==> config.mk <==
export PLATFORM = sky130hd
export DESIGN_NAME = vfd_top
export DESIGN_NICKNAME = d
export VERILOG_FILES = /design/src/rtl/vfd_divider.v /design/src/rtl/vfd_top.v
export VERILOG_INCLUDE_DIRS = /design/src /design/src/include
export SDC_FILE = /design/constraint.sdc
export NUM_CORES = 1
export LEC_CHECK = 0
export BUFFER_PORTS_ARGS = -buffer_cell sky130_fd_sc_hd__clkbuf_2
export CORE_ASPECT_RATIO = 0.75
export CORE_MARGIN = 5
export CORE_UTILIZATION = 50
export DETAILED_ROUTE_END_ITERATION = 7
export PLACE_DENSITY = 0.71
export SYNTH_ARGS = -nofsm -noshare
export SYNTH_HDL_FRONTEND = slang
export SYNTH_SLANG_ARGS = --single-unit
==> constraint.sdc <==
create_clock -name CLOCK_I -period 8.65 [get_ports CLOCK_I]
set_input_delay 0.865 -clock CLOCK_I [delete_from_list [all_inputs] [get_ports CLOCK_I]]
set_output_delay 0.865 -clock CLOCK_I [all_outputs]
set_load 0.01 [all_outputs]
==> src/include/vfd_regs.vh <==
`ifndef VFD_REGS_VH
`define VFD_REGS_VH

// byte addresses of the divider configuration registers
`define VFD_ADDR_FB_HI      8'h00
`define VFD_ADDR_FB_LO      8'h01
`define VFD_ADDR_MON_LO     8'h02
`define VFD_ADDR_MON_HI     8'h03
`define VFD_ADDR_REF_HI     8'h04
`define VFD_ADDR_REF_LO     8'h05

// field positions inside the high bytes
`define VFD_PHASE_MSB       7
`define VFD_PHASE_LSB       5
`define VFD_PD_BIT          4
`define VFD_DIV12_HI_MSB    3
`define VFD_MON_BIT8        7

// reset values
`define VFD_RST_FB_DIV      12'hc00
`define VFD_RST_FB_PHASE    3'h5
`define VFD_RST_MON_DIV     9'h01e
`define VFD_RST_MON_PD      1'h0
`define VFD_RST_REF_DIV     12'hc00
`define VFD_RST_REF_PHASE   3'h5

// widths
`define VFD_MAIN_W          12
`define VFD_MON_W           9
`define VFD_PHASE_W         3

`endif

==> src/rtl/vfd_divider.v <==
`timescale 1ns/10ps
// programmable integer divider on a tick enable, one-cycle output pulse
module vfd_divider #(
    parameter WIDTH = 12
) (
    input  wire             clk_i,     // system clock
    input  wire             rst_i,     // async reset, high
    input  wire             tick_i,    // input rate tick
    input  wire [WIDTH-1:0] div_i,     // division ratio
    input  wire             restart_i, // new ratio applied
    input  wire             pd_i,      // power down
    output reg              pulse_o    // divided tick
);

    reg  [WIDTH-1:0] cnt_r;
    reg  [WIDTH-1:0] cnt_nxt;
    reg              pulse_nxt;
    wire             last;

    // ratio 0 or 1 behaves as divide by one
    assign last = (cnt_r >= div_i) || (div_i <= {{(WIDTH-1){1'b0}}, 1'b1});

    // count input ticks, pulse on the last one of each period
    always @*
    begin
        cnt_nxt   = cnt_r;
        pulse_nxt = 1'b0;
        if (pd_i || restart_i)
        begin
            cnt_nxt = {{(WIDTH-1){1'b0}}, 1'b1};
        end
        else if (tick_i)
        begin
            if (last)
            begin
                cnt_nxt   = {{(WIDTH-1){1'b0}}, 1'b1};
                pulse_nxt = 1'b1;
            end
            else
            begin
                cnt_nxt = cnt_r + {{(WIDTH-1){1'b0}}, 1'b1};
            end
        end
    end

    // state registers
    always @(posedge clk_i or posedge rst_i)
    begin
        if (rst_i)
        begin
            cnt_r   <= {{(WIDTH-1){1'b0}}, 1'b1};
            pulse_o <= 1'b0;
        end
        else
        begin
            cnt_r   <= cnt_nxt;
            pulse_o <= pulse_nxt;
        end
    end

endmodule // vfd_divider

==> src/rtl/vfd_top.v <==
// Behaviour
// - feedback path divided by 12-bit main divider, 1..4095, reset 3072
// - monitor path divided by 9-bit monitor divider, 4..511, reset 30
// - monitor powerdown bit 1 stops monitor divider; reset 0 runs it
// - lock window formed from reference and feedback phase, after detector edge
// - reference divided by 12-bit pre-divider, 1..4095, reset 3072
`timescale 1ns/10ps
`include "vfd_regs.vh"
module vfd_top #(
    parameter MAIN_W  = `VFD_MAIN_W,
    parameter MON_W   = `VFD_MON_W,
    parameter PHASE_W = `VFD_PHASE_W
) (
    input  wire               CLOCK_I,       // 40 MHz clock
    input  wire               RST_I,         // async reset, high
    input  wire [7:0]         REG_ADDR_I,    // register byte address
    input  wire [7:0]         REG_WDATA_I,   // write byte
    input  wire               REG_WR_I,      // write strobe
    input  wire               REG_RD_I,      // read strobe
    output reg  [7:0]         REG_RDATA_O,   // read byte
    input  wire               FB_TICK_I,     // feedback path tick
    input  wire               MON_TICK_I,    // monitor path tick
    input  wire               REF_TICK_I,    // reference tick
    output wire               FB_PULSE_O,    // divided feedback
    output wire               MON_PULSE_O,   // divided monitor path
    output wire               REF_PULSE_O,   // divided reference
    output reg                LD_SAMPLE_O,   // lock-detect sample strobe
    output reg  [2*PHASE_W-1:0] LD_WINDOW_O, // combined phase window
    output reg                MON_PD_O       // monitor divider powered down
);

    // applied settings
    reg  [MAIN_W-1:0]  main_feedback_divider_r;
    reg  [PHASE_W-1:0] feedback_phase_window_r;
    reg  [MON_W-1:0]   monitor_feedback_divider_r;
    reg                monitor_divider_powerdown_r;
    reg  [MAIN_W-1:0]  reference_pre_divider_r;
    reg  [PHASE_W-1:0] reference_phase_window_r;
    // staged high bytes / low byte
    reg  [7:0]         fb_hi_stage_r;
    reg  [7:0]         mon_lo_stage_r;
    reg  [7:0]         ref_hi_stage_r;
    // restart pulses on commit
    reg                fb_apply_r;
    reg                mon_apply_r;
    reg                ref_apply_r;
    // sample delay counter
    reg  [PHASE_W:0]   ld_cnt_r;
    reg                ld_run_r;
    reg  [7:0]         rdata_nxt;
    wire [PHASE_W:0]   ld_delay;

    // feedback path divider
    vfd_divider #(.WIDTH(MAIN_W)) u_fb_div (
        .clk_i     (CLOCK_I),
        .rst_i     (RST_I),
        .tick_i    (FB_TICK_I),
        .div_i     (main_feedback_divider_r),
        .restart_i (fb_apply_r),
        .pd_i      (1'b0),
        .pulse_o   (FB_PULSE_O)
    );

    // monitor path divider, stopped while powered down
    vfd_divider #(.WIDTH(MON_W)) u_mon_div (
        .clk_i     (CLOCK_I),
        .rst_i     (RST_I),
        .tick_i    (MON_TICK_I),
        .div_i     (monitor_feedback_divider_r),
        .restart_i (mon_apply_r),
        .pd_i      (monitor_divider_powerdown_r),
        .pulse_o   (MON_PULSE_O)
    );

    // reference pre-divider
    vfd_divider #(.WIDTH(MAIN_W)) u_ref_div (
        .clk_i     (CLOCK_I),
        .rst_i     (RST_I),
        .tick_i    (REF_TICK_I),
        .div_i     (reference_pre_divider_r),
        .restart_i (ref_apply_r),
        .pd_i      (1'b0),
        .pulse_o   (REF_PULSE_O)
    );

    // register writes: first byte of each divider field staged, field applied on its last byte; powerdown bit applied at once
    always @(posedge CLOCK_I or posedge RST_I)
    begin
        if (RST_I)
        begin
            main_feedback_divider_r     <= `VFD_RST_FB_DIV;
            feedback_phase_window_r     <= `VFD_RST_FB_PHASE;
            monitor_feedback_divider_r  <= `VFD_RST_MON_DIV;
            monitor_divider_powerdown_r <= `VFD_RST_MON_PD;
            reference_pre_divider_r     <= `VFD_RST_REF_DIV;
            reference_phase_window_r    <= `VFD_RST_REF_PHASE;
            fb_hi_stage_r  <= {`VFD_RST_FB_PHASE, `VFD_RST_MON_PD, 4'hc};
            mon_lo_stage_r <= 8'h1e;
            ref_hi_stage_r <= {`VFD_RST_REF_PHASE, 1'b0, 4'hc};
            fb_apply_r     <= 1'b0;
            mon_apply_r    <= 1'b0;
            ref_apply_r    <= 1'b0;
        end
        else
        begin
            fb_apply_r  <= 1'b0;
            mon_apply_r <= 1'b0;
            ref_apply_r <= 1'b0;
            if (REG_WR_I)
            begin
                case (REG_ADDR_I)
                    `VFD_ADDR_FB_HI:
                    begin
                        fb_hi_stage_r <= REG_WDATA_I;
                        // powerdown is a single bit, applied at once
                        monitor_divider_powerdown_r <= REG_WDATA_I[`VFD_PD_BIT];
                    end
                    `VFD_ADDR_FB_LO:
                    begin
                        main_feedback_divider_r <= {fb_hi_stage_r[`VFD_DIV12_HI_MSB:0],
                                                    REG_WDATA_I};
                        feedback_phase_window_r <=
                            fb_hi_stage_r[`VFD_PHASE_MSB:`VFD_PHASE_LSB];
                        fb_apply_r <= 1'b1;
                    end
                    `VFD_ADDR_MON_LO:
                    begin
                        mon_lo_stage_r <= REG_WDATA_I;
                    end
                    `VFD_ADDR_MON_HI:
                    begin
                        monitor_feedback_divider_r <= {REG_WDATA_I[`VFD_MON_BIT8],
                                                       mon_lo_stage_r};
                        mon_apply_r <= 1'b1;
                    end
                    `VFD_ADDR_REF_HI:
                    begin
                        ref_hi_stage_r <= REG_WDATA_I;
                    end
                    `VFD_ADDR_REF_LO:
                    begin
                        reference_pre_divider_r <= {ref_hi_stage_r[`VFD_DIV12_HI_MSB:0],
                                                    REG_WDATA_I};
                        reference_phase_window_r <=
                            ref_hi_stage_r[`VFD_PHASE_MSB:`VFD_PHASE_LSB];
                        ref_apply_r <= 1'b1;
                    end
                    default:
                    begin
                        fb_apply_r <= 1'b0;
                    end
                endcase
            end
        end
    end

    // read mux over applied settings, unmapped and reserved bits read zero
    always @*
    begin
        rdata_nxt = 8'h00;
        case (REG_ADDR_I)
            `VFD_ADDR_FB_HI:  rdata_nxt = {feedback_phase_window_r,
                                           monitor_divider_powerdown_r,
                                           main_feedback_divider_r[11:8]};
            `VFD_ADDR_FB_LO:  rdata_nxt = main_feedback_divider_r[7:0];
            `VFD_ADDR_MON_LO: rdata_nxt = monitor_feedback_divider_r[7:0];
            `VFD_ADDR_MON_HI: rdata_nxt = {monitor_feedback_divider_r[8], 7'h00};
            `VFD_ADDR_REF_HI: rdata_nxt = {reference_phase_window_r, 1'b0,
                                           reference_pre_divider_r[11:8]};
            `VFD_ADDR_REF_LO: rdata_nxt = reference_pre_divider_r[7:0];
            default:          rdata_nxt = 8'h00;
        endcase
    end

    // sample delay after the detector edge: sum of both phase codes
    assign ld_delay = {1'b0, reference_phase_window_r}
                    + {1'b0, feedback_phase_window_r};

    // read data, status and lock-detect sampling
    always @(posedge CLOCK_I or posedge RST_I)
    begin
        if (RST_I)
        begin
            REG_RDATA_O <= 8'h00;
            MON_PD_O    <= 1'b0;
            LD_WINDOW_O <= {2*PHASE_W{1'b0}};
            LD_SAMPLE_O <= 1'b0;
            ld_cnt_r    <= {(PHASE_W+1){1'b0}};
            ld_run_r    <= 1'b0;
        end
        else
        begin
            if (REG_RD_I)
            begin
                REG_RDATA_O <= rdata_nxt;
            end
            MON_PD_O    <= monitor_divider_powerdown_r;
            LD_WINDOW_O <= {reference_phase_window_r, feedback_phase_window_r};
            LD_SAMPLE_O <= 1'b0;
            // detector edge is the divided reference pulse
            if (REF_PULSE_O)
            begin
                ld_cnt_r <= {(PHASE_W+1){1'b0}};
                ld_run_r <= 1'b1;
            end
            else if (ld_run_r)
            begin
                if (ld_cnt_r >= ld_delay)
                begin
                    LD_SAMPLE_O <= 1'b1;
                    ld_run_r    <= 1'b0;
                end
                else
                begin
                    ld_cnt_r <= ld_cnt_r + {{PHASE_W{1'b0}}, 1'b1};
                end
            end
        end
    end

endmodule // vfd_top

# After elaboration in Yosys (flattened, before gate mapping)
# Cells that the tools add are included.
# Widths: inputs -> output; s select.
# classes
n_reduce_logical	16
mux	34
order_cmp	7
eq_ne	6
n_addsub	5
# ops
cell	n
$mux 12	6
$pmux 8 s6	1
$mux 9	3
$add 12x1->12 const B	2
$ge 12x12->1	2
$le 12x1->1 const B	2
$mux 1	21
$eq 8x2->1 const B	2
$eq 8x3->1 const B	2
$reduce_and 2->1	7
$mux 4	3
$add 9x1->9 const B	1
$ge 9x9->1	1
$le 9x1->1 const B	1
$eq 8x1->1 const B	1
$logic_not 8->1	1
$reduce_bool 2->1	4
$add 3x3->4	1
$add 4x1->4 const B	1
$ge 4x4->1	1
$logic_or 1x1->1	4
$ne 2x1->1 const B	1
# totals
in_bits	23
register_bits	124
elab_cells	92

# Depth between registers and ports, before layout
# Gate-level depths: netlist of run 1.
# logic_depth
depth_word	5
ltp_mapped	10
mapped_depth_nobuf	10

# By module
# From an unflattened synthesis of run 1, not the netlist that was laid out.
# hier_totals
cells_unflattened	584
hier_area_um2	6831.6
# by_module_without_submodules
mod	area_each_um2	cells_per_inst	seq_area_each_um2	n_inst
vfd_top	3847.4	262	2182.1	1
vfd_divider at u_fb_div ...	1109.8	119	326.6	2
vfd_divider at u_mon_div	764.5	84	251.5	1

# Worst setup path before layout of run 1
# OpenSTA, ideal clock, no wires.
# synth_timing
path_kind	reg2reg
from	reg feedback_phase_window_r[0]
to	reg ld_cnt_r[1]
arrival_time_ns	2.627
setup_slack_ns	5.896
path_stages_with_launch	9
n_path_buf	0
required_ns	8.523
cell_sequence	dfstp_2 > ha_1 > inv_1 > fa_1 > ha_1 > a2111oi_0 > o21ai_0 > mux2i_1 > nor2_1
# synth_between
elab_chain_cells	4
# synth_lines
element	line	text
start, declared	vfd_top.v:34	reg [PHASE_W-1:0] feedback_phase_window_r;
start signal, assigned	vfd_top.v:92	feedback_phase_window_r <= `VFD_RST_FB_PHASE;
start signal, assigned	vfd_top.v:122	feedback_phase_window_r <=
$add 3x3->4	vfd_top.v:177	+ {1'b0, feedback_phase_window_r};
$ge 4x4->1	vfd_top.v:208	if (ld_cnt_r >= ld_delay)
$ne 2x1->1 (no line)	--	
$reduce_and 2->1 (no line)	--	
end signal, assigned	vfd_top.v:188	ld_cnt_r <= {(PHASE_W+1){1'b0}};
end signal, assigned	vfd_top.v:203	ld_cnt_r <= {(PHASE_W+1){1'b0}};
end signal, assigned	vfd_top.v:215	ld_cnt_r <= ld_cnt_r + {{PHASE_W{1'b0}}, 1'b1};
end, declared	vfd_top.v:48	reg [PHASE_W:0] ld_cnt_r;
# No other way between the ends.
# A chain may end at the register's enable or synchronous reset.

# Worst setup path after layout of run 1
# layout_timing
from	reg feedback_phase_window_r[0]
to	reg ld_cnt_r[0]
# The elaborated chain is that of the path after synthesis.

==> metrics.md, run 1 <==
| Metric | Value |
|---|---|
| Detailed Route WL | 15400 um |
| Worst Hold Class | reg2reg |
| Post-synth top area share | 34.99% |
| Reg-to-reg slack, setup | 5.33 ns |
| Total track usage | 20.34% |
| Wire per inst | 18.35 um |
| Crit Reg-Reg Endpoint | ld_cnt_r[0]$_DFFE_PP0P_ |
| CP arrival | 3.61 ns |
| Most used DFF post-synth | dfrtp_1 |
| Placer congestion estimate | 0.8836 |
| Layout cells sized above 1 | 26.95% |
| GR Layer Usage met1 | 29.27% |
| CTS Buffer Depth | 2 |
| Sequential area share after synthesis | 45.43% |
| Post-CTS Setup Repair Bufs | 0 |
| Global-route wire length before repair | 26150 um |
| Period utilization | 38.33% |
| Hold_buf cts | 0 |
| Number of distinct library cells after synthesis | 63 |
| Worst Skew | 0.008231 ns |
| Compound-Gate Fraction of Synth Area | 9.558% |
| Worst r2r src | feedback_phase_window_r[0]$_DFFE_PP1P_ |
| Hold path cells | 0 |
| Initial Utilization | 51.66% |
| Via count | 5047 |
| Fmax | 301.6 MHz |
| Fillers | 1056 |
| Post-route DRC | 0 |
| Area growth, synth to finish | 13.55% |
| Post-route minimum period | 3.315 ns |
| RSZ-0062 raised after global routing | false |
| Leak pwr | 0.003495 uW |
| Htree depth | 4 |
| DR vias/cell | 6.015 |
| Starting DRT DRC Count | 336 |
| Status | completed |
| PwrDens | 188.1 nW/um^2 |
| Largest cells by area after synthesis | dfrtp_1, dfstp_2, ha_1, mux2_2, mux2_4 |
| Max_cap viols | 0 |
| Syn Std Cell Area | 6794 um^2 |
| Largest family of logic cells by synthesized area | simple AND/OR/NAND/NOR gates |
| Cells after Synth | 618 |
| Hold Path Sink | LD_WINDOW_O[3]$_DFF_PP0_ |
| Die footprint | 16040 um^2 |
| Nets | 723 |
| Startpoint types | flop |
| Synth Area in Simple Gates | 15.93% |
| Critical path type | reg2reg |
| Yosys warning count | 0 |
| Yosys top cell by area | dfrtp_1 |
| Post-Synth XOR/XNOR Area | 1.418% |
| Grt total ovfl | 0 |
| Post-synth EDFFs | 0 |
| Worst-Margin Slew | 1.312 ns |
| Mux contribution to synthesized area | 14.60% |
| CTS clk-pin slew, worst paths | 0.05 ns |
| Reg2reg path depth | 9 |
| Met2 Usage GRT | 29.84% |
| PostCTS Resize Cnt | 0 |
| Post-synth ARST share | 100.0% |
| Syn avg cell area | 10.99 um^2 |
| Crit end category | flop |
| Core Box Area | 13150 um^2 |
| CTS tree | built |
| Largest delay share family, worst path | compound AO/OA/AOI/OAI gates |
| Hold_sp | reference_phase_window_r[0]$_DFFE_PP1P_ |
| Number of antenna diodes | 0 |
| Largest net degree at the start of global routing | 69 |
| Die Wd | 144.6 um |
| CP Buf/Inv Count | 1 |
| FP Rows | 36 |
| Total CTS buffers | 17 |
| CTS Sinks | 122 |
| Sum of negative setup slack | 0 ns |
| Port Buffers | 41 |
| Dpl hpwl | 11070 um |
| Final ANT Viol Nets | 0 |
| Max IR drop VDD | 0.1415 mV |
| Setup Viol. Count Final | 0 |
| Total iterations of the first detailed-routing run | 5 |
| M3 GR Usage | 5.132% |
| Largest stage delay on the critical path | 0.89 ns |
| Rel. slew slack | 12.33% |
| Die Y | 111.0 um |
| Synth Area in Adders | 8.398% |
| Root buffer cell | clkbuf_16 |
| Fin. max-slew vios | 0 |
| Mapped Nets | 686 |
| Gr busiest metal | met2 |
| Worst path cell trace | ha_1, inv_1, fa_1, xor2_1, ha_1, a2111oi_0, o21ai_0, xnor2_1, nor2_1 |
| Final Total Pwr | 1451 uW |
| Synth Register Bits | 122 |
| Crit-path max FO | 4 |
| Most used cell, CP | ha_1 |
| Critical path's slowest cell | a2111oi_0 |
| Final hold violations | 0 |
| Initial antenna violation count | 0 |
| I/O pin count | 42 |
| Worst-skew pair later-pin latency | 0.42 ns |
| Number of global-route vias before repair | 5047 |
| Crit path required time | 8.95 ns |
[logic make-up (layout without fill, tap and decap cells)]
kind of cell	Yosys count	after routing
AO/OA/AOI/OAI	100	100
XOR/XNOR	11	11
adder cells (fa/ha/maj)	45	45
buffers and inverters	80	130
flip-flops	122	122
multiplexers	78	78
AND/OR/NAND/NOR	182	182
[state kept, by name, indices dropped and copies added (netlist names), 3 cells and up]
| signal | flops |
|---|---|
| monitor_feedback_divider_r | 9 |
| ref_hi_stage_r | 7 |
| feedback_phase_window_r | 3 |
| LD_WINDOW_O | 6 |
| u_fb_div.cnt_r | 12 |
| main_feedback_divider_r | 12 |
| REG_RDATA_O | 8 |
| u_ref_div.cnt_r | 12 |
| mon_lo_stage_r | 8 |
| reference_phase_window_r | 3 |
| u_mon_div.cnt_r | 9 |
| fb_hi_stage_r | 8 |
| ld_cnt_r | 4 |
| reference_pre_divider_r | 12 |
[worst register-to-register path: cells and delay by family, from the launching register on]
kind,cells,cell delay [ns]
xor+xnor,2,0.42
buf+inv,1,0.07
flops,1,0.57
fa+ha+maj,3,0.79
compound gates,2,1.30
simple gates,1,0.06
[cells in the final DEF (no fill, tap or decap), types with 11 or more instances in the layout]
cell type,Yosys,routed
dfrtp_1,95,95
inv_1,56,55
mux2_2,47,47
ha_1,44,44
clkbuf_2,0,41
nor2_1,32,32
dfstp_2,27,27
nand2_1,26,26
o21ai_0,26,26
o22ai_1,20,20
nor4_1,19,19
mux2_4,18,18
clkbuf_16,0,17
nand2b_1,15,15
nor3_1,13,13
a21oi_1,11,11
a31oi_1,11,11
[through the flow]
step                util [%]  hold slack [ns]  worst slack [ns]  area (um^2)  instances
floorplan                  -           0.3722             4.587         6794        618
global placement       54.16           0.4146             5.324         7123        807
detailed placement     54.16           0.4228             5.153         7123        807
CTS                    58.66           0.4305             5.318         7715        839
global route           58.66           0.4409             5.009         7715        839
finish                 58.66           0.4336             5.335         7715        839
[layout make-up]
cell class              instances  area (um^2)  share of cell area, %
repair buffers                 42        212.7                  2.757
well taps                     171        214.0                  2.773
clock inverters                 8        120.1                  1.557
inverters                      56        212.7                  2.757
flip-flops and latches        122         3087                  40.01
multi-input cells             416         3397                  44.03
clock buffers                  24        471.7                  6.114
[power breakdown]
group | switching [uW] | internal, uW
clock network | 247 | 467
registers | 17.6 | 593
logic | 80.9 | 46.4
[metal layers]
layer  vias to the layer above  share of wire (%)
met3                        21                5.3
li1                       2340                  -
met1                      2547                 46
met2                       139                 47
met5                         -                  0
met4                         0                2.0
[cell usage after synthesis (9+ instances only)]
cell,instances
nand2b_1,15
ha_1,44
nand4_1,10
mux2_2,47
nor4_1,19
mux2_4,18
nand3_1,10
clkbuf_1,20
a21oi_1,11
dfrtp_1,95
nand2_1,26
nor3_1,13
o22ai_1,20
and3_1,9
nor2_1,32
inv_1,56
o21ai_0,26
dfstp_2,27
a31oi_1,11
[worst max-delay path by stage]
stage / from / endpoint / cells after the start
finish: feedback_phase_window_r[0]$_DFFE_PP1P_ / ld_cnt_r[0]$_DFFE_PP0P_ / 9
global route: feedback_phase_window_r[0]$_DFFE_PP1P_ / ld_cnt_r[1]$_DFFE_PP0P_ / 9
CTS: feedback_phase_window_r[0]$_DFFE_PP1P_ / ld_cnt_r[0]$_DFFE_PP0P_ / 9
detailed placement: REG_ADDR_I[3] / monitor_feedback_divider_r[8]$_DFFE_PP0P_ / 6
global placement: REG_ADDR_I[3] / monitor_feedback_divider_r[6]$_DFFE_PP0P_ / 6
floorplan: RST_I / LD_SAMPLE_O$_DFF_PP0_ / 1
Power figures use the tool's default switching activity.
==> inputs of run 2 (changes only) <==
--- a/config.mk
+++ b/config.mk
@@ -11,7 +11,7 @@
 export CORE_MARGIN = 5
 export CORE_UTILIZATION = 50
 export DETAILED_ROUTE_END_ITERATION = 7
-export PLACE_DENSITY = 0.71
+export PLACE_DENSITY = 0.73
 export SYNTH_ARGS = -nofsm -noshare
 export SYNTH_HDL_FRONTEND = slang
 export SYNTH_SLANG_ARGS = --single-unit
==> constraint.sdc (replaced) <==
create_clock -name CLOCK_I -period 2.8 [get_ports CLOCK_I]
set_input_delay 0.28 -clock CLOCK_I [delete_from_list [all_inputs] [get_ports CLOCK_I]]
set_output_delay 0.28 -clock CLOCK_I [all_outputs]
set_load 0.01 [all_outputs]
==> run 2 against run 1 <==
Sequential power grew to 3.1 times the previous value; cell area rose by 2.0%; global-route usage rose by 0.28 points; wire length up 2.8%; combinational power rose to 3.3 times the previous value; via count grew 1.4%; non-clock buffer count up 8; cell count rose by 0.95%; setup slack lost 5.2 ns; power grew to 3.3 times the previous value; register-to-register slack got worse by 5.2 ns; hold slack got worse by 0.24 ns; highest routed layer unchanged.
==> metrics.md, run 2 (same netlist as run 1, synthesis figures left out) <==
| Metric | Value |
|---|---|
| Worst path cell trace | ha_1, inv_1, fa_1, xor2_1, ha_1, or2_2, a21oi_2, o21ai_1, xnor2_1, nor2_1 |
| Commonest cells after routing, fill and taps aside | dfrtp_1, inv_1, mux2_2 |
| Placed cells | 814 |
| Crit path required time | 3.10 ns |
| RSZ-0062 raised after global routing | false |
| Worst r2r src | reference_phase_window_r[0]$_DFFE_PP1P_ |
| Final Total Pwr | 4761 uW |
| Starting DRT DRC Count | 385 |
| CTS clk-pin slew, worst paths | 0.06 ns |
| CTS Sinks | 122 |
| Crit-path max FO | 4 |
| Total iterations of the first detailed-routing run | 5 |
| Worst-Margin Slew | 1.010 ns |
| FP Rows | 36 |
| Clock power share | 51.7% |
| PwrDens | 604.8 nW/um^2 |
| Area growth, synth to finish | 15.87% |
| Die footprint | 16040 um^2 |
| Htree depth | 4 |
| Initial Utilization | 51.66% |
| Worst Hold Class | in2reg |
| CTS Buffer Depth | 2 |
| DR vias/cell | 6.044 |
| Crit end category | flop |
| Largest delay share family, worst path | adder cells |
| Flip-flop and latch area | 3087 um^2 |
| CP arrival | 2.93 ns |
| Grt total ovfl | 0 |
| Reg power frac | 39.6% |
| Core Box Area | 13150 um^2 |
| Worst-skew pair later-pin latency | 0.42 ns |
| Initial antenna violation count | 0 |
| Commonest non-fill, non-tap cell in the layout | dfrtp_1 |
| Worst slack, placed | -0.05031 ns |
| Hold_sp | MON_TICK_I |
| Via count | 5119 |
| Wire per inst | 18.69 um |
| Post-route setup slack | 0.1739 ns |
| Final ANT Viol Nets | 0 |
| Startpoint types | flop |
| Logic pwr share | 8.7% |
| Placer congestion estimate | 0.8729 |
| Detailed Route WL | 15830 um |
| Largest stage delay on the critical path | 0.56 ns |
| Total track usage | 20.62% |
| Die Y | 111.0 um |
| Fmax | 380.8 MHz |
| Rel. slew slack | 32.63% |
| CTS tree | built |
| Number of global-route vias before repair | 5197 |
| Final Non-Filler Cells | 847 |
| Nets | 731 |
| Post-route minimum period | 2.626 ns |
| Max IR drop VDD | 0.4653 mV |
| Total CTS buffers | 17 |
| Period utilization | 93.79% |
| Worst Setup SP | reference_phase_window_r[0]$_DFFE_PP1P_ |
| Internal power | 3644 uW |
| Max_cap viols | 0 |
| Critical path type | reg2reg |
| Die Wd | 144.6 um |
| Setup Viol. Count Final | 0 |
| Root buffer cell | clkbuf_16 |
| Worst Skew | 0.009888 ns |
| Number of antenna diodes | 0 |
| Port Buffers | 41 |
| Critical path's slowest cell | dfstp_2 |
| Largest net degree at the start of global routing | 79 |
| Fillers | 1046 |
| Leak pwr | 0.003575 uW |
| Final hold violations | 0 |
| Hold_ws | 0.1892 ns |
| Most used cell, CP | ha_1 |
| Status | completed |
| Dpl hpwl | 11300 um |
| CP Buf/Inv Count | 1 |
| Layout cells sized above 1 | 28.40% |
| P_sw | 1117 uW |
| Multi-input gate area | 3407 um^2 |
| I/O pin count | 42 |
| Global-route wire length before repair | 26300 um |
| Switching Share | 23.46% |
| Post-route DRC | 0 |
| Fin. max-slew vios | 0 |
run 2: layer usage:
metal | GRT usage [%] | vias up | part of all wire (%)
met4 | 7.334 | 0 | 2.6
met5 | 0 | - | 0
met3 | 5.175 | 35 | 5.2
li1 | - | 2355 | -
met1 | 27.69 | 2579 | 44
met2 | 32.37 | 150 | 48
run 2: power groups by stage:
stage | clock network [uW] | logic, uW | registers (uW)
floorplan | 0 | 283 | 1900
global placement | 0 | 395 | 1910
detailed placement | 0 | 411 | 1910
CTS | 2480 | 416 | 1880
global route | 2570 | 463 | 1890
finish | 2460 | 416 | 1880
run 2: worst paths after layout:
check | to | slack [ns] | depth (start not counted)
max | ld_cnt_r[0]$_DFFE_PP0P_ | 0.17 | 10
min reg2reg | LD_WINDOW_O[5]$_DFF_PP0_ | 0.43 | 0
max reg2reg | ld_cnt_r[0]$_DFFE_PP0P_ | 0.17 | 10
min | u_mon_div.cnt_r[0]$_DFFE_PP1P_ | 0.19 | 3
min in group asynchronous | LD_WINDOW_O[2]$_DFF_PP0_ | 0.48 | 3
max in group asynchronous | u_mon_div.cnt_r[0]$_DFFE_PP1P_ | 1.50 | 4
run 2: metrics by stage:
| step | setup TNS [ns] | area, um^2 | util [%] |
|---|---|---|---|
| 2_1_floorplan | 0 | 6798 | - |
| 3_3_place_gp | 0 | 7189 | 54.66 |
| 3_5_place_dp | -0.08626 | 7189 | 54.66 |
| 4_1_cts | 0 | 7864 | 59.79 |
| 5_1_grt | 0 | 7873 | 59.86 |
| 6_report | 0 | 7873 | 59.86 |
run 2: worst reg2reg max path: cells and delay by family, from the launching register on:
family | cells | cell delay, ns
adder cells (fa/ha/maj) | 3 | 0.82
flip-flops | 1 | 0.56
AO/OA/AOI/OAI | 2 | 0.37
XOR/XNOR | 2 | 0.35
AND/OR/NAND/NOR | 2 | 0.34
buffers and inverters | 1 | 0.06
run 2: area by class of cell:
class	count	area share, %
sequential	122	39.21
timing repair buffer	50	3.655
clock inverter	10	2.400
tap	171	2.718
inverter	56	2.718
clock buffer	22	6.024
multi-input combinational	416	43.28
run 2: what timing repair did:
action / CTS / global route
hold buffers: 1 / 0
buffers inserted: 0 / 0
gates cloned: 0 / 0
setup endpoints to repair: 2 / 4
endpoints found under the hold margin: 20 / 0
gates resized for setup: 1 / 3
